$ cat config.mk
export PLATFORM = sky130hd
export DESIGN_NAME = ctd_cable_detect
export DESIGN_NICKNAME = d
export VERILOG_FILES = /design/src/include/ctd_pkg.sv /design/src/rtl/ctd_sync.sv /design/src/rtl/ctd_cable_detect.sv
export SDC_FILE = /design/constraint.sdc
export NUM_CORES = 1
export LEC_CHECK = 0
export BUFFER_PORTS_ARGS = -buffer_cell sky130_fd_sc_hd__buf_2
export CORE_ASPECT_RATIO = 1.2
export CORE_UTILIZATION = 57
export CTS_BUF_LIST = sky130_fd_sc_hd__clkbuf_8
export CTS_CLUSTER_DIAMETER = 30
export DETAILED_ROUTE_END_ITERATION = 16
export PLACE_DENSITY = 0.77
export SLEW_MARGIN = 5
export SYNTH_ARGS = -nofsm -noshare
export SYNTH_HDL_FRONTEND = slang
export SYNTH_SLANG_ARGS = --single-unit
$ cat constraint.sdc
create_clock -name CLK_IN -period 2.35 [get_ports CLK_IN]
set_input_delay 0.3525 -clock CLK_IN [delete_from_list [all_inputs] [get_ports CLK_IN]]
set_output_delay 0.3525 -clock CLK_IN [all_outputs]
set_load 0.03 [all_outputs]
$ cat src/include/ctd_pkg.sv
// package: timing constants, states and carrier structs for the cable type detector
package ctd_pkg;
    localparam int unsigned CLK_HZ = 50000000;
    localparam int unsigned PULSE_MIN_US = 30;
    localparam int unsigned SAMPLE_MIN_US = 2;
    localparam int unsigned SAMPLE_MAX_US = 13;
    // least times round up, longest round down
    localparam int unsigned PULSE_CYC = (PULSE_MIN_US * (CLK_HZ / 1000) + 999) / 1000;
    localparam int unsigned SMIN_CYC = (SAMPLE_MIN_US * (CLK_HZ / 1000) + 999) / 1000;
    localparam int unsigned SMAX_CYC = (SAMPLE_MAX_US * (CLK_HZ / 1000)) / 1000;
    // sample at the middle of the window for margin on both sides
    localparam int unsigned SAMPLE_CYC = (SMIN_CYC + SMAX_CYC) / 2;
    localparam int unsigned CNT_W = 11;
    localparam int unsigned CBL_BIT = 13;
    localparam int unsigned CBL_WORD = 93;
    localparam logic [CNT_W-1:0] CNT_ZERO = 11'h000;

    typedef enum logic [3:0] {
        ST_IDLE = 4'h1,
        ST_DRIVE = 4'h2,
        ST_WAIT = 4'h4,
        ST_DONE = 4'h8
    } ctd_state_t;

    typedef struct packed {
        logic out;
        logic oe;
    } ctd_pin_t;

    typedef struct packed {
        ctd_state_t st;
        logic [CNT_W-1:0] cnt;
        logic drive_r;
        logic cable80_r;
        logic done_r;
        logic sampled_r;
    } ctd_core_t;
endpackage

$ cat src/rtl/ctd_sync.sv
// two-flop synchroniser for the cable identify line input
`timescale 1ns/1ps
module ctd_sync (
    input wire logic CLK_IN,
    input wire logic RESETN_IN,
    input wire logic d_in,
    output logic q_out
);
    typedef struct packed {
        logic s1;
        logic s2;
    } ctd_sync_t;
    ctd_sync_t st_r;
    ctd_sync_t st_nxt;
    always_comb
    begin
        st_nxt.s1 = d_in;
        st_nxt.s2 = st_r.s1;
    end
    // reset to high: the line idles pulled up
    always_ff @(posedge CLK_IN)
    begin
        if (!RESETN_IN)
        begin
            st_r <= 2'h3;
        end
        else
        begin
            st_r <= st_nxt;
        end
    end
    assign q_out = st_r.s2;
endmodule // ctd_sync

$ cat src/rtl/ctd_cable_detect.sv
// cable type detect sequencer: pulses, releases and samples the cable identify line
`timescale 1ns/1ps
// Function
// - drive line low 30us before data
// - release, sample once 2-13us later
// - low sample reports bit 13 zero
// - high sample reports bit 13 one
// - second device releases line on identify
module ctd_cable_detect
    import ctd_pkg::*;
#(
    parameter int unsigned PULSE_CYCLES = PULSE_CYC,
    parameter int unsigned SAMPLE_CYCLES = SAMPLE_CYC
) (
    input wire logic CLK_IN,
    input wire logic RESETN_IN,
    input wire logic IDENTIFY_IN,
    input wire logic IS_SECOND_DEV_IN,
    input wire logic CABLE_ID_LINE_IN,
    output logic CABLE_ID_LINE_OUT,
    output logic CABLE_ID_LINE_OE_OUT,
    output logic CABLE80_OUT,
    output logic DONE_OUT,
    output logic BUSY_OUT
);
    import ctd_pkg::*;

    localparam logic [CNT_W-1:0] PULSE_LAST = CNT_W'(PULSE_CYCLES - 1);
    localparam logic [CNT_W-1:0] SAMPLE_LAST = CNT_W'(SAMPLE_CYCLES - 1);

    ctd_core_t c_r;
    ctd_core_t c_nxt;
    logic line_s;

    ctd_sync u_sync (
        .CLK_IN(CLK_IN),
        .RESETN_IN(RESETN_IN),
        .d_in(CABLE_ID_LINE_IN),
        .q_out(line_s)
    );

    always_comb
    begin
        c_nxt = c_r;
        c_nxt.sampled_r = 1'b0;
        case (c_r.st)
            ST_IDLE, ST_DONE:
            begin
                if (IDENTIFY_IN)
                begin
                    c_nxt.done_r = 1'b0;
                    c_nxt.cnt = CNT_ZERO;
                    if (IS_SECOND_DEV_IN)
                    begin
                        // the line stays released so the first device sees it clean
                        c_nxt.drive_r = 1'b0;
                        c_nxt.st = ST_DONE;
                        c_nxt.done_r = 1'b1;
                    end
                    else
                    begin
                        c_nxt.drive_r = 1'b1;
                        c_nxt.st = ST_DRIVE;
                    end
                end
            end
            ST_DRIVE:
            begin
                if (c_r.cnt == PULSE_LAST)
                begin
                    c_nxt.drive_r = 1'b0;
                    c_nxt.cnt = CNT_ZERO;
                    c_nxt.st = ST_WAIT;
                end
                else
                begin
                    c_nxt.cnt = c_r.cnt + 1'b1;
                end
            end
            ST_WAIT:
            begin
                // sample delay includes the two synchroniser cycles
                if (c_r.cnt == SAMPLE_LAST)
                begin
                    c_nxt.cable80_r = line_s;
                    c_nxt.sampled_r = 1'b1;
                    c_nxt.done_r = 1'b1;
                    c_nxt.st = ST_DONE;
                end
                else
                begin
                    c_nxt.cnt = c_r.cnt + 1'b1;
                end
            end
            default:
            begin
                c_nxt.st = ST_IDLE;
                c_nxt.drive_r = 1'b0;
            end
        endcase
    end

    always_ff @(posedge CLK_IN)
    begin
        if (!RESETN_IN)
        begin
            c_r <= '{st: ST_IDLE, cnt: CNT_ZERO, drive_r: 1'b0, cable80_r: 1'b0,
                     done_r: 1'b0, sampled_r: 1'b0};
        end
        else
        begin
            c_r <= c_nxt;
        end
    end

    // open drain: drive low only, output data always zero
    assign CABLE_ID_LINE_OUT = 1'b0;
    assign CABLE_ID_LINE_OE_OUT = c_r.drive_r;
    assign CABLE80_OUT = c_r.cable80_r;
    assign DONE_OUT = c_r.done_r;
    assign BUSY_OUT = c_r.drive_r | (c_r.st == ST_WAIT);

    int unsigned low_len;
    always_ff @(posedge CLK_IN)
    begin
        if (!RESETN_IN)
        begin
            low_len <= 0;
        end
        else if (c_r.drive_r)
        begin
            low_len <= low_len + 1;
        end
        else
        begin
            low_len <= 0;
        end
    end

    // counts wait cycles so the sample delay check needs no long delay
    int unsigned wait_len;
    always_ff @(posedge CLK_IN)
    begin
        if (!RESETN_IN)
        begin
            wait_len <= 0;
        end
        else if (c_r.st == ST_WAIT)
        begin
            wait_len <= wait_len + 1;
        end
        else
        begin
            wait_len <= 0;
        end
    end

    chk_pulse_min_len: assert property (@(posedge CLK_IN) disable iff (!RESETN_IN)
        $fell(c_r.drive_r) |-> $past(low_len) >= PULSE_CYCLES - 1)
        else $error("drive pulse shorter than minimum");
    chk_no_done_driving: assert property (@(posedge CLK_IN) disable iff (!RESETN_IN)
        c_r.drive_r |-> !c_r.done_r)
        else $error("done while still driving line");
    chk_sample_window: assert property (@(posedge CLK_IN) disable iff (!RESETN_IN)
        c_r.sampled_r |-> wait_len == SAMPLE_CYCLES)
        else $error("sample not taken at planned delay");
    chk_single_sample: assert property (@(posedge CLK_IN) disable iff (!RESETN_IN)
        c_r.sampled_r |=> !c_r.sampled_r)
        else $error("more than one sample taken");
    chk_low_gives_zero: assert property (@(posedge CLK_IN) disable iff (!RESETN_IN)
        c_nxt.sampled_r && !line_s |=> !c_r.cable80_r)
        else $error("low sample not reported as zero");
    chk_high_gives_one: assert property (@(posedge CLK_IN) disable iff (!RESETN_IN)
        c_nxt.sampled_r && line_s |=> c_r.cable80_r)
        else $error("high sample not reported as one");
    chk_second_releases: assert property (@(posedge CLK_IN) disable iff (!RESETN_IN)
        IDENTIFY_IN && IS_SECOND_DEV_IN && !BUSY_OUT |=> !c_r.drive_r && c_r.done_r)
        else $error("second device drove the line");
    chk_released_in_wait: assert property (@(posedge CLK_IN) disable iff (!RESETN_IN)
        c_r.st == ST_WAIT |-> !CABLE_ID_LINE_OE_OUT)
        else $error("line driven during sample wait");

    cov_cable80: cover property (@(posedge CLK_IN) c_r.sampled_r && c_r.cable80_r);
    cov_cable40: cover property (@(posedge CLK_IN) c_r.sampled_r && !c_r.cable80_r);
    cov_second: cover property (@(posedge CLK_IN) IDENTIFY_IN && IS_SECOND_DEV_IN);
endmodule // ctd_cable_detect

==> reports/summary.log, run 1 <==
INFO  outcome        run_status=completed
INFO  global_route   first_pass_grt_wire_length=4330um
INFO  placed_design  numPortBuffers=8
INFO  timing         worst_slew_margin_rel=60.5%
INFO  route          postRouteAntennaNets=0
INFO  timing         worst_hold_slack=0.276ns
INFO  die            initial_utilization=62.9%
INFO  logic_synthesis yosysSeqAreaShare=33.6%
INFO  hold_path      hold_path.class=primary input to flip-flop
INFO  logic_synthesis postSynthAreaPerCell=8.82um2
INFO  global_route   grt.total_usage=25.5%
INFO  timing         timing_max_transition_violations_final=0
INFO  clock_network  cts.hold.buffers_added=0
INFO  finish         fill_cells=157
INFO  critical_path  setup.worst_path.class=flip-flop to flip-flop
INFO  logic_synthesis syn_inst=135
INFO  placed_design  placedCellCount=154
INFO  clock_network  cts-root-buf=sky130_fd_sc_hd__clkbuf_8
INFO  timing         layout_min_cycle_time=2.18ns
INFO  die            dieWidth=43.7um
INFO  placed_design  global_placement_routability_congestion=0.906
INFO  finish         multiInputGateArea=706um2
INFO  clock_network  tritoncts.num_buffers=3
INFO  finish         insertedDiodeCount=0
INFO  route          postRouteWirelength=2610um
INFO  logic_synthesis synth.cell_area=1190um2
INFO  critical_path  timing.critical_path.required=2.53ns
INFO  global_route   via_count_of_the_first_global_routing_pass=1042
INFO  die            core=1890um2
INFO  die            num_io_pins=10
INFO  finish         fin_util=67.9%
INFO  placed_design  dp_slack=0.221ns
INFO  pwr            ir_worst_vdd=0.516mV
INFO  placed_design  dp_hpwl=1780um
INFO  timing         fin_ws=0.168ns
INFO  clock_network  cts.path.max_buffers=2
INFO  timing         report.final.setup_viol=0
INFO  global_route   overflow=0
INFO  timing         timing_worst_slew_pin_value=0.587ns
INFO  pwr            power_density_of_the_placed_cells=744nW/um2
INFO  logic_synthesis ys_seq_elements=20
INFO  placed_design  postPlaceCellArea=1210um2
INFO  clock_network  cts.sink_count=20
INFO  clock_network  postCtsSetupBuffers=0
INFO  pwr            total_leakage_power=0.428nW
INFO  finish         area.growth.synth_to_final=7.98%
INFO  critical_path  endpoint_kind=flip-flop
INFO  logic_synthesis synth.lib_cells_used.distinct=50
INFO  route          routed-via-count=1113
INFO  logic_synthesis mappedNetlistNets=142
INFO  critical_path  crit_path_max_fanout=12
INFO  finish         final_cell_area=1290um2
INFO  route          drt-wirelength-per-cell=16.5um
INFO  timing         final_count_of_hold_timing_violations=0
INFO  critical_path  startpoint_type=flip-flop
INFO  clock_network  worst_setup_hold_path_clk_slew=0.07ns
INFO  logic_synthesis synthArstFlopShare=0%
INFO  critical_path  timing.reg2reg.setup_slack=0.17ns
INFO  pwr            post-layout-total-power=957uW
INFO  die            die_height=52.1um
INFO  finish         nNetsFinal=147
INFO  logic_synthesis number_of_synthesized_flops_with_an_enable_pin=0
INFO  timing         maxClockFrequency=458MHz
INFO  finish         regArea=400um2
INFO  finish         share_of_final_layout_standard_cells_stronger_than_drive_strength_1=15.1%
INFO  route          drcViolationCount=0
INFO  run            max_cap_violations=0
INFO  die            fp-row-count=17
INFO  clock_network  worst_skew_pair.late_latency=0.26ns
INFO  route          first_pass_iteration_count_of_the_detailed_router=4
INFO  finish         layoutNonFillerInstCount=158
INFO  die            design.die.area=2280um2
INFO  route          drt_iter0_markers=46
INFO  timing         timing.setup.tns=0ns
INFO  global_route   grt_antenna_before_repair=0
INFO  timing         setup_repair_after_global_routing_missed_its_margin=no
INFO  global_route   grt_start_max_net_pins=14
INFO  logic_synthesis most_used_dff_post_synth=sky130_fd_sc_hd__dfxtp_1
INFO  route          route.detailed.vias_per_inst=7.04
INFO  clock_network  htreeDepth=1
INFO  logic_synthesis synth.yosys.warnings=0
INFO  clock_network  cts_tree=done
INFO  critical_path  worstPathArrival=2.36ns
INFO  timing         fin_crit_sh=92.9%
INFO  timing         finalClockSkew=0.00174ns
INFO  clock_network  cts.repair.resized=0
-- cells in the final DEF (no fill, tap or decap), types with 3 or more instances in the layout --
cell type                  count
sky130_fd_sc_hd__nand2b_1      4
sky130_fd_sc_hd__clkbuf_8      3
sky130_fd_sc_hd__nor3_1        6
sky130_fd_sc_hd__o31ai_1       6
sky130_fd_sc_hd__a21oi_1      10
sky130_fd_sc_hd__nor2_1        3
sky130_fd_sc_hd__o211ai_1      4
sky130_fd_sc_hd__or4_1         4
sky130_fd_sc_hd__buf_2         8
sky130_fd_sc_hd__nor4_1        5
sky130_fd_sc_hd__inv_1         8
sky130_fd_sc_hd__o21ai_1       5
sky130_fd_sc_hd__dfxtp_1      20
sky130_fd_sc_hd__nand3_1       4
-- critical path, cell delays in order, from the launching register on --
cell                       delay [ns]
sky130_fd_sc_hd__dfxtp_1         0.40
sky130_fd_sc_hd__inv_1           0.07
sky130_fd_sc_hd__ha_1            0.22
sky130_fd_sc_hd__nor4bb_1        0.17
sky130_fd_sc_hd__and4_1          0.29
sky130_fd_sc_hd__buf_4           0.20
sky130_fd_sc_hd__or4_1           0.54
sky130_fd_sc_hd__a21oi_1         0.22
-- report_power, final --
part / total (mW) / internal, mW / switching (mW)
logic: 0.206 / 0.0824 / 0.123
registers: 0.407 / 0.364 / 0.0433
clock network: 0.344 / 0.227 / 0.117
total: 0.957 / 0.673 / 0.284
-- synth_stat cells (all sizes together) (2+ instances only) --
library cell | count | area [um2]
dfxtp | 20 | 400
a21oi | 10 | 50.1
inv | 8 | 30.0
buf | 7 | 48.8
o21ai | 7 | 35.0
nor3 | 6 | 30.0
o31ai | 6 | 45.0
nor4 | 5 | 31.3
or4 | 5 | 41.3
nand2b | 4 | 25.0
nand3 | 4 | 20.0
o211ai | 4 | 30.0
clkbuf | 3 | 11.3
nand2 | 3 | 13.8
nor2 | 3 | 11.3
or4b | 3 | 33.8
a211oi | 2 | 15.0
and3 | 2 | 12.5
ha | 2 | 25.0
mux2i | 2 | 20.0
nand3b | 2 | 15.0
nand4 | 2 | 12.5
nor3b | 2 | 15.0
nor4b | 2 | 38.8
o21a | 2 | 15.0
xnor2 | 2 | 17.5
-- path summary, 6_finish.rpt --
check | start | endpoint | depth (start not counted)
setup / recovery | c_r[4] | c_r[8] | 7
hold / removal | CABLE_ID_LINE_IN | u_sync.st_nxt[0] | 2
setup reg to reg | c_r[4] | c_r[8] | 7
hold reg to reg | u_sync.st_nxt[0] | u_sync.q_out | 1
-- area by class of cell --
class / instances / share of cell area, %
multi-input combinational: 97 / 54.9
sequential: 20 / 31.1
timing repair buffer: 10 / 4.28
clock buffer: 3 / 3.21
inverter: 8 / 2.33
clock inverter: 1 / 2.33
tap: 19 / 1.85
-- kinds of logic (layout without fill, tap and decap cells) --
group,Yosys count,in the layout,share of synthesized area (%)
AND/OR/NAND/NOR,48,48,29.0
flip-flops,20,20,33.6
XOR/XNOR,3,3,2.21
buffers and inverters,18,22,7.56
AO/OA/AOI/OAI,41,41,23.5
other,1,1,0.315
adder cells (fa/ha/maj),2,2,2.10
multiplexers,2,2,1.68
-- per-layer routing --
metal	routed length [um]	share of wire, %	up-vias	GRT usage [%]
li1	-	-	527	-
met1	1080	41	528	29.0
met2	1300	50	47	44.3
met3	140	5.4	11	3.82
met4	95	3.6	0	14.6
met5	0	0	-	0
-- state kept, by name (all words and copies together) (netlist names) --
name and flops:
DONE_OUT 1, u_sync.st_nxt 1, c_r 15, CABLE80_OUT 1, u_sync.q_out 1, CABLE_ID_LINE_OE_OUT 1
Power figures use the tool's default switching activity.
==> run 2, diff against run 1 <==
Settings changed: GPL_TIMING_DRIVEN set to 0, MAX_ROUTING_LAYER set to met4.
==> run 2 against run 1 <==
- combinational power up 19%
- setup slack better by 0.096 ns
- count of clock-buffer cells in the layout unchanged
- hold slack worse by 0.012 ns
- first-iteration DRC count up 8.7%
- maximum frequency up 4.6%
- critical endpoint is now c_r[10]
- die area unchanged
- flip-flop and latch count unchanged
- critical path type unchanged
- sequential share of layout area down 0.94 points
==> reports/summary.log, run 2 (synthesis gave the netlist of run 1 again) <==
INFO  clock_network  worst_skew_pair.late_latency=0.27ns
INFO  timing         timing.setup.tns=0ns
INFO  route          postRouteAntennaNets=0
INFO  finish         insertedDiodeCount=0
INFO  critical_path  cp_slowest_stage_delay=0.46ns
INFO  timing         maxClockFrequency=479MHz
INFO  timing         worst_slew_margin_rel=56.2%
INFO  global_route   grt_antenna_before_repair=0
INFO  die            initial_utilization=62.9%
INFO  critical_path  endpoint_kind=flip-flop
INFO  route          postRouteWirelength=2650um
INFO  finish         final_cell_area=1330um2
INFO  pwr            total_leakage_power=0.456nW
INFO  finish         top_register=c_r
INFO  timing         report.final.setup_viol=0
INFO  pwr            power_density_of_the_placed_cells=730nW/um2
INFO  clock_network  cts.sink_count=20
INFO  route          routed-via-count=1146
INFO  die            design.die.area=2280um2
INFO  die            core=1890um2
INFO  global_route   grt.total_usage=27.3%
INFO  pwr            share_clk_of_total_power=35.8%
INFO  global_route   overflow=0
INFO  timing         setup_repair_after_global_routing_missed_its_margin=no
INFO  clock_network  htreeDepth=1
INFO  placed_design  postPlaceCellArea=1250um2
INFO  outcome        run_status=completed
INFO  placed_design  dp_hpwl=1860um
INFO  critical_path  worstPathArrival=2.28ns
INFO  critical_path  timing.reg2reg.setup_slack=0.26ns
INFO  global_route   first_pass_grt_wire_length=4380um
INFO  run            max_cap_violations=0
INFO  clock_network  tritoncts.num_buffers=3
INFO  clock_network  cts.path.max_buffers=2
INFO  placed_design  dp_slack=0.362ns
INFO  critical_path  crit_path_cell_trace=buf_2 > nor4b_2 > a211oi_1 > clkbuf_1 > nor4_1 > mux2i_1
INFO  clock_network  postCtsSetupBuffers=0
INFO  global_route   grt_start_max_net_pins=13
INFO  pwr            internal_power=680uW
INFO  pwr            post-layout-total-power=968uW
INFO  global_route   via_count_of_the_first_global_routing_pass=989
INFO  die            num_io_pins=10
INFO  route          first_pass_iteration_count_of_the_detailed_router=4
INFO  die            dieWidth=43.7um
INFO  hold_path      hold_path.class=primary input to flip-flop
INFO  timing         finalClockSkew=0.00281ns
INFO  clock_network  cts.hold.buffers_added=0
INFO  placed_design  global_placement_routability_congestion=0.861
INFO  pwr            net-switching-power=288uW
INFO  die            die_height=52.1um
INFO  timing         fin_ws=0.264ns
INFO  die            fp-row-count=17
INFO  finish         commonest_cells_after_routing_fill_and_taps_aside=20 x sky130_fd_sc_hd__dfxtp_1, 11 x sky130_fd_sc_hd__buf_2, 10 x sky130_fd_sc_hd__a21oi_1
INFO  critical_path  setup.worst_path.class=flip-flop to flip-flop
INFO  finish         largest_register_ffs=15
INFO  pwr            netSwitchingFraction=29.8%
INFO  route          drt-wirelength-per-cell=15.9um
INFO  critical_path  timing.critical_path.required=2.55ns
INFO  route          drt_iter0_markers=50
INFO  critical_path  crit_path_max_fanout=10
INFO  route          drcViolationCount=0
INFO  finish         area.growth.synth_to_final=11.3%
INFO  route          route.detailed.vias_per_inst=6.90
INFO  timing         timing_worst_slew_pin_value=0.651ns
INFO  pwr            ir_worst_vdd=0.612mV
INFO  critical_path  startpoint_type=flip-flop
INFO  clock_network  cts_tree=done
INFO  finish         leading_cell_type_in_the_layout_fill_and_taps_excluded=sky130_fd_sc_hd__dfxtp_1
INFO  clock_network  worst_setup_hold_path_clk_slew=0.07ns
INFO  timing         final_count_of_hold_timing_violations=0
INFO  critical_path  critical_path.slowest_cell=sky130_fd_sc_hd__nor4b_2
INFO  clock_network  cts.repair.resized=0
INFO  timing         layout_min_cycle_time=2.09ns
INFO  timing         timing_max_transition_violations_final=0
INFO  pwr            power.share.combinational=25.4%
INFO  timing         fin_crit_sh=88.8%
INFO  clock_network  cts-root-buf=sky130_fd_sc_hd__clkbuf_8
INFO  finish         nNetsFinal=155
INFO  finish         share_of_final_layout_standard_cells_stronger_than_drive_strength_1=17.0%
INFO  placed_design  numPortBuffers=8
INFO  pwr            share_seq_of_total_power=38.8%
[run 2: power groups by stage]
stage               combinational [mW]  sequential, mW  clock (mW)
floorplan                        0.178           0.397           0
global placement                 0.238           0.382           0
detailed placement               0.244           0.383           0
CTS                              0.245           0.375       0.358
global route                     0.275           0.378       0.368
finish                           0.246           0.375       0.347
[run 2: final timing paths]
kind,to,startpoint,depth (start not counted)
setup / recovery,c_r[10],c_r[16],6
hold / removal,u_sync.st_nxt[0],CABLE_ID_LINE_IN,2
setup reg to reg,c_r[10],c_r[16],6
hold reg to reg,u_sync.q_out,u_sync.st_nxt[0],1
[run 2: routing by layer]
metal / GRT usage [%] / vias to the layer above / share of wire [%]
met5: - / - / 0
met4: 16.1 / 0 / 3.0
met3: 4.17 / 9 / 4.5
met2: 45.8 / 41 / 51
met1: 30.3 / 545 / 42
li1: - / 551 / -
[run 2: area by class of cell]
type,count,area (um2)
Multi-Input combinational cell,97,701
Clock buffer,3,41.3
Clock inverter,1,30.0
Inverter,8,30.0
Fill cell,166,567
Timing Repair Buffer,8,40.0
Tap cell,19,23.8
Sequential cell,20,400
Buffer,10,60.1
[run 2: worst max-delay path, delay by kind of cell (launching register included)]
family                 cells  cell delay [ns]
buffers and inverters      2             0.42
DFF                        1             0.30
and+or+nand+nor            2             0.89
AOI/OAI and AO/OA          1             0.17
muxes                      1             0.23
[run 2: metrics by stage]
| step | utilization (%) | hold slack [ns] | std cells |
|---|---|---|---|
| floorplan | - | 0.386 | 135 |
| global placement | 66.3 | 0.395 | 162 |
| detailed placement | 66.3 | 0.399 | 162 |
| CTS | 70.1 | 0.256 | 166 |
| global route | 70.1 | 0.257 | 166 |
| finish | 70.1 | 0.264 | 166 |
==> run 3, diff against run 2 <==
Settings changed: CORE_UTILIZATION 57 to 61, PLACE_DENSITY 0.77 to 0.81, SETUP_SLACK_MARGIN set to 0.3.
==> run 3 against run 2 <==
- critical path depth shrank 2
- non-clock buffer count unchanged
- via count down 0.70%
- largest power group unchanged
- largest cell class unchanged
- sequential share of layout area shrank 0.63 points
- utilization is 4.2 points higher
- register-to-register slack gained 0.15 ns
- design area up 2.5%
- flip-flop and latch count unchanged
==> reports/summary.log, run 3 (synthesis gave the netlist of run 1 again) <==
INFO  timing         timing_max_transition_violations_final=0
INFO  global_route   via_count_of_the_first_global_routing_pass=1083
INFO  clock_network  htreeDepth=1
INFO  route          drcViolationCount=0
INFO  finish         fin_util=74.3%
INFO  finish         regArea=402um2
INFO  finish         fill_cells=149
INFO  die            fp-row-count=17
INFO  timing         report.final.setup_viol=0
INFO  route          routed-via-count=1138
INFO  die            num_io_pins=10
INFO  pwr            power.share.combinational=26.7%
INFO  timing         timing_worst_slew_pin_value=0.655ns
INFO  die            die_height=50.4um
INFO  finish         insertedDiodeCount=0
INFO  critical_path  endpoint_kind=primary output
INFO  route          postRouteAntennaNets=0
INFO  global_route   grt.total_usage=28.5%
INFO  die            core=1830um2
INFO  run            max_cap_violations=0
INFO  pwr            ir_worst_vdd=0.720mV
INFO  route          drt-wirelength-per-cell=15.9um
INFO  pwr            netSwitchingFraction=30.4%
INFO  global_route   grt_antenna_before_repair=0
INFO  global_route   first_pass_grt_wire_length=4510um
INFO  hold_path      hold_path.class=primary input to flip-flop
INFO  placed_design  placedCellCount=162
INFO  finish         multiInputGateArea=732um2
INFO  timing         fin_ws=0.389ns
INFO  clock_network  worst_setup_hold_path_clk_slew=0.07ns
INFO  timing         worst_slew_margin_rel=55.9%
INFO  die            dieWidth=42.3um
INFO  placed_design  global_placement_routability_congestion=0.920
INFO  pwr            share_seq_of_total_power=38.3%
INFO  die            initial_utilization=65.1%
INFO  finish         commonest_cells_after_routing_fill_and_taps_aside=19 x sky130_fd_sc_hd__dfxtp_1, 11 x sky130_fd_sc_hd__buf_2, 10 x sky130_fd_sc_hd__a21oi_1
INFO  global_route   grt_start_max_net_pins=13
INFO  timing         timing.setup.tns=0ns
INFO  route          drt_iter0_markers=28
INFO  clock_network  tritoncts.num_buffers=3
INFO  clock_network  cts-root-buf=sky130_fd_sc_hd__clkbuf_8
INFO  pwr            total_leakage_power=0.462nW
INFO  pwr            share_clk_of_total_power=35.1%
INFO  clock_network  worst_skew_pair.late_latency=0.26ns
INFO  critical_path  crit_path_max_fanout=10
INFO  clock_network  cts.path.max_buffers=2
INFO  placed_design  numPortBuffers=8
INFO  clock_network  cts.sink_count=20
INFO  finish         largest_register_ffs=15
INFO  timing         finalClockSkew=0.00187ns
INFO  timing         fin_crit_sh=83.5%
INFO  pwr            internal_power=684uW
INFO  clock_network  postCtsSetupBuffers=0
INFO  finish         share_of_final_layout_standard_cells_stronger_than_drive_strength_1=20.4%
INFO  clock_network  cts_tree=done
INFO  timing         setup_repair_after_global_routing_missed_its_margin=no
INFO  critical_path  timing.critical_path.required=2.00ns
INFO  finish         nNetsFinal=155
INFO  finish         area.growth.synth_to_final=14.1%
INFO  global_route   overflow=0
INFO  critical_path  startpoint_type=flip-flop
INFO  outcome        run_status=completed
INFO  placed_design  dp_slack=0.324ns
INFO  route          postRouteWirelength=2640um
INFO  route          route.detailed.vias_per_inst=6.86
INFO  critical_path  worstPathArrival=1.61ns
INFO  pwr            net-switching-power=299uW
INFO  finish         layoutNonFillerInstCount=166
INFO  critical_path  setup.worst_path.class=flip-flop to primary output
INFO  timing         layout_min_cycle_time=1.96ns
INFO  pwr            power_density_of_the_placed_cells=723nW/um2
INFO  finish         leading_cell_type_in_the_layout_fill_and_taps_excluded=sky130_fd_sc_hd__dfxtp_1
INFO  route          first_pass_iteration_count_of_the_detailed_router=4
INFO  timing         maxClockFrequency=510MHz
INFO  die            design.die.area=2130um2
INFO  placed_design  dp_hpwl=1920um
INFO  pwr            post-layout-total-power=983uW
INFO  finish         top_register=c_r
INFO  timing         final_count_of_hold_timing_violations=0
[run 3: cell counts in the layout (fill, tap and decap cells not counted)]
Identical to the previous run, type by type.
[run 3: worst paths after layout]
check                endpoint  slack (ns)  depth (start not counted)        startpoint
max                  BUSY_OUT        0.39                          4           c_r[16]
min          u_sync.st_nxt[0]        0.27                          2  CABLE_ID_LINE_IN
max reg2reg           c_r[14]        0.41                          7            c_r[5]
min reg2reg      u_sync.q_out        0.42                          1  u_sync.st_nxt[0]
[run 3: repair_timing]
action | in CTS | in global routing
endpoints found under the setup margin | 1 | 12
hold endpoints to repair | 0 | 0
hold buffers | 0 | 0
resized for setup | 1 | 5
[run 3: final cells by class]
cell class	instances	area share, %
plain buffers	10	4.42
clock inverters	1	2.21
inverters	8	2.21
multi-input cells	97	53.9
flip-flops and latches	20	29.6
well taps	19	1.75
clock buffers	3	3.04
repair buffers	8	2.95
[run 3: stage by stage]
stage                     hold WS [ns]  area (um2)
after global placement           0.402        1250
after global routing             0.273        1360
after CTS                        0.262        1340
after floorplan                  0.386        1190
after detailed placement         0.401        1250
final                            0.265        1360
[run 3: power groups by stage]
stage / clock network, mW / logic, mW / registers [mW]
after floorplan: 0 / 0.178 / 0.397
after global placement: 0 / 0.238 / 0.383
after detailed placement: 0 / 0.248 / 0.383
after CTS: 0.353 / 0.254 / 0.375
after global routing: 0.362 / 0.283 / 0.379
final: 0.345 / 0.262 / 0.376
[run 3: layer usage]
layer  global-route usage [%]  up-vias  part of all wire [%]
met2                     49.2       42                    51
met3                     3.96       14                   4.6
met1                     30.0      534                    41
met4                     18.2        0                   3.9
li1                         -      548                     -
met5                        -        -                     0
[run 3: worst max-delay path: stages (launching register included)]
cell and delay, ns:
sky130_fd_sc_hd__dfxtp_1 0.30, sky130_fd_sc_hd__buf_2 0.18, sky130_fd_sc_hd__or4b_4 0.59, sky130_fd_sc_hd__nand2b_1 0.09, sky130_fd_sc_hd__buf_2 0.19
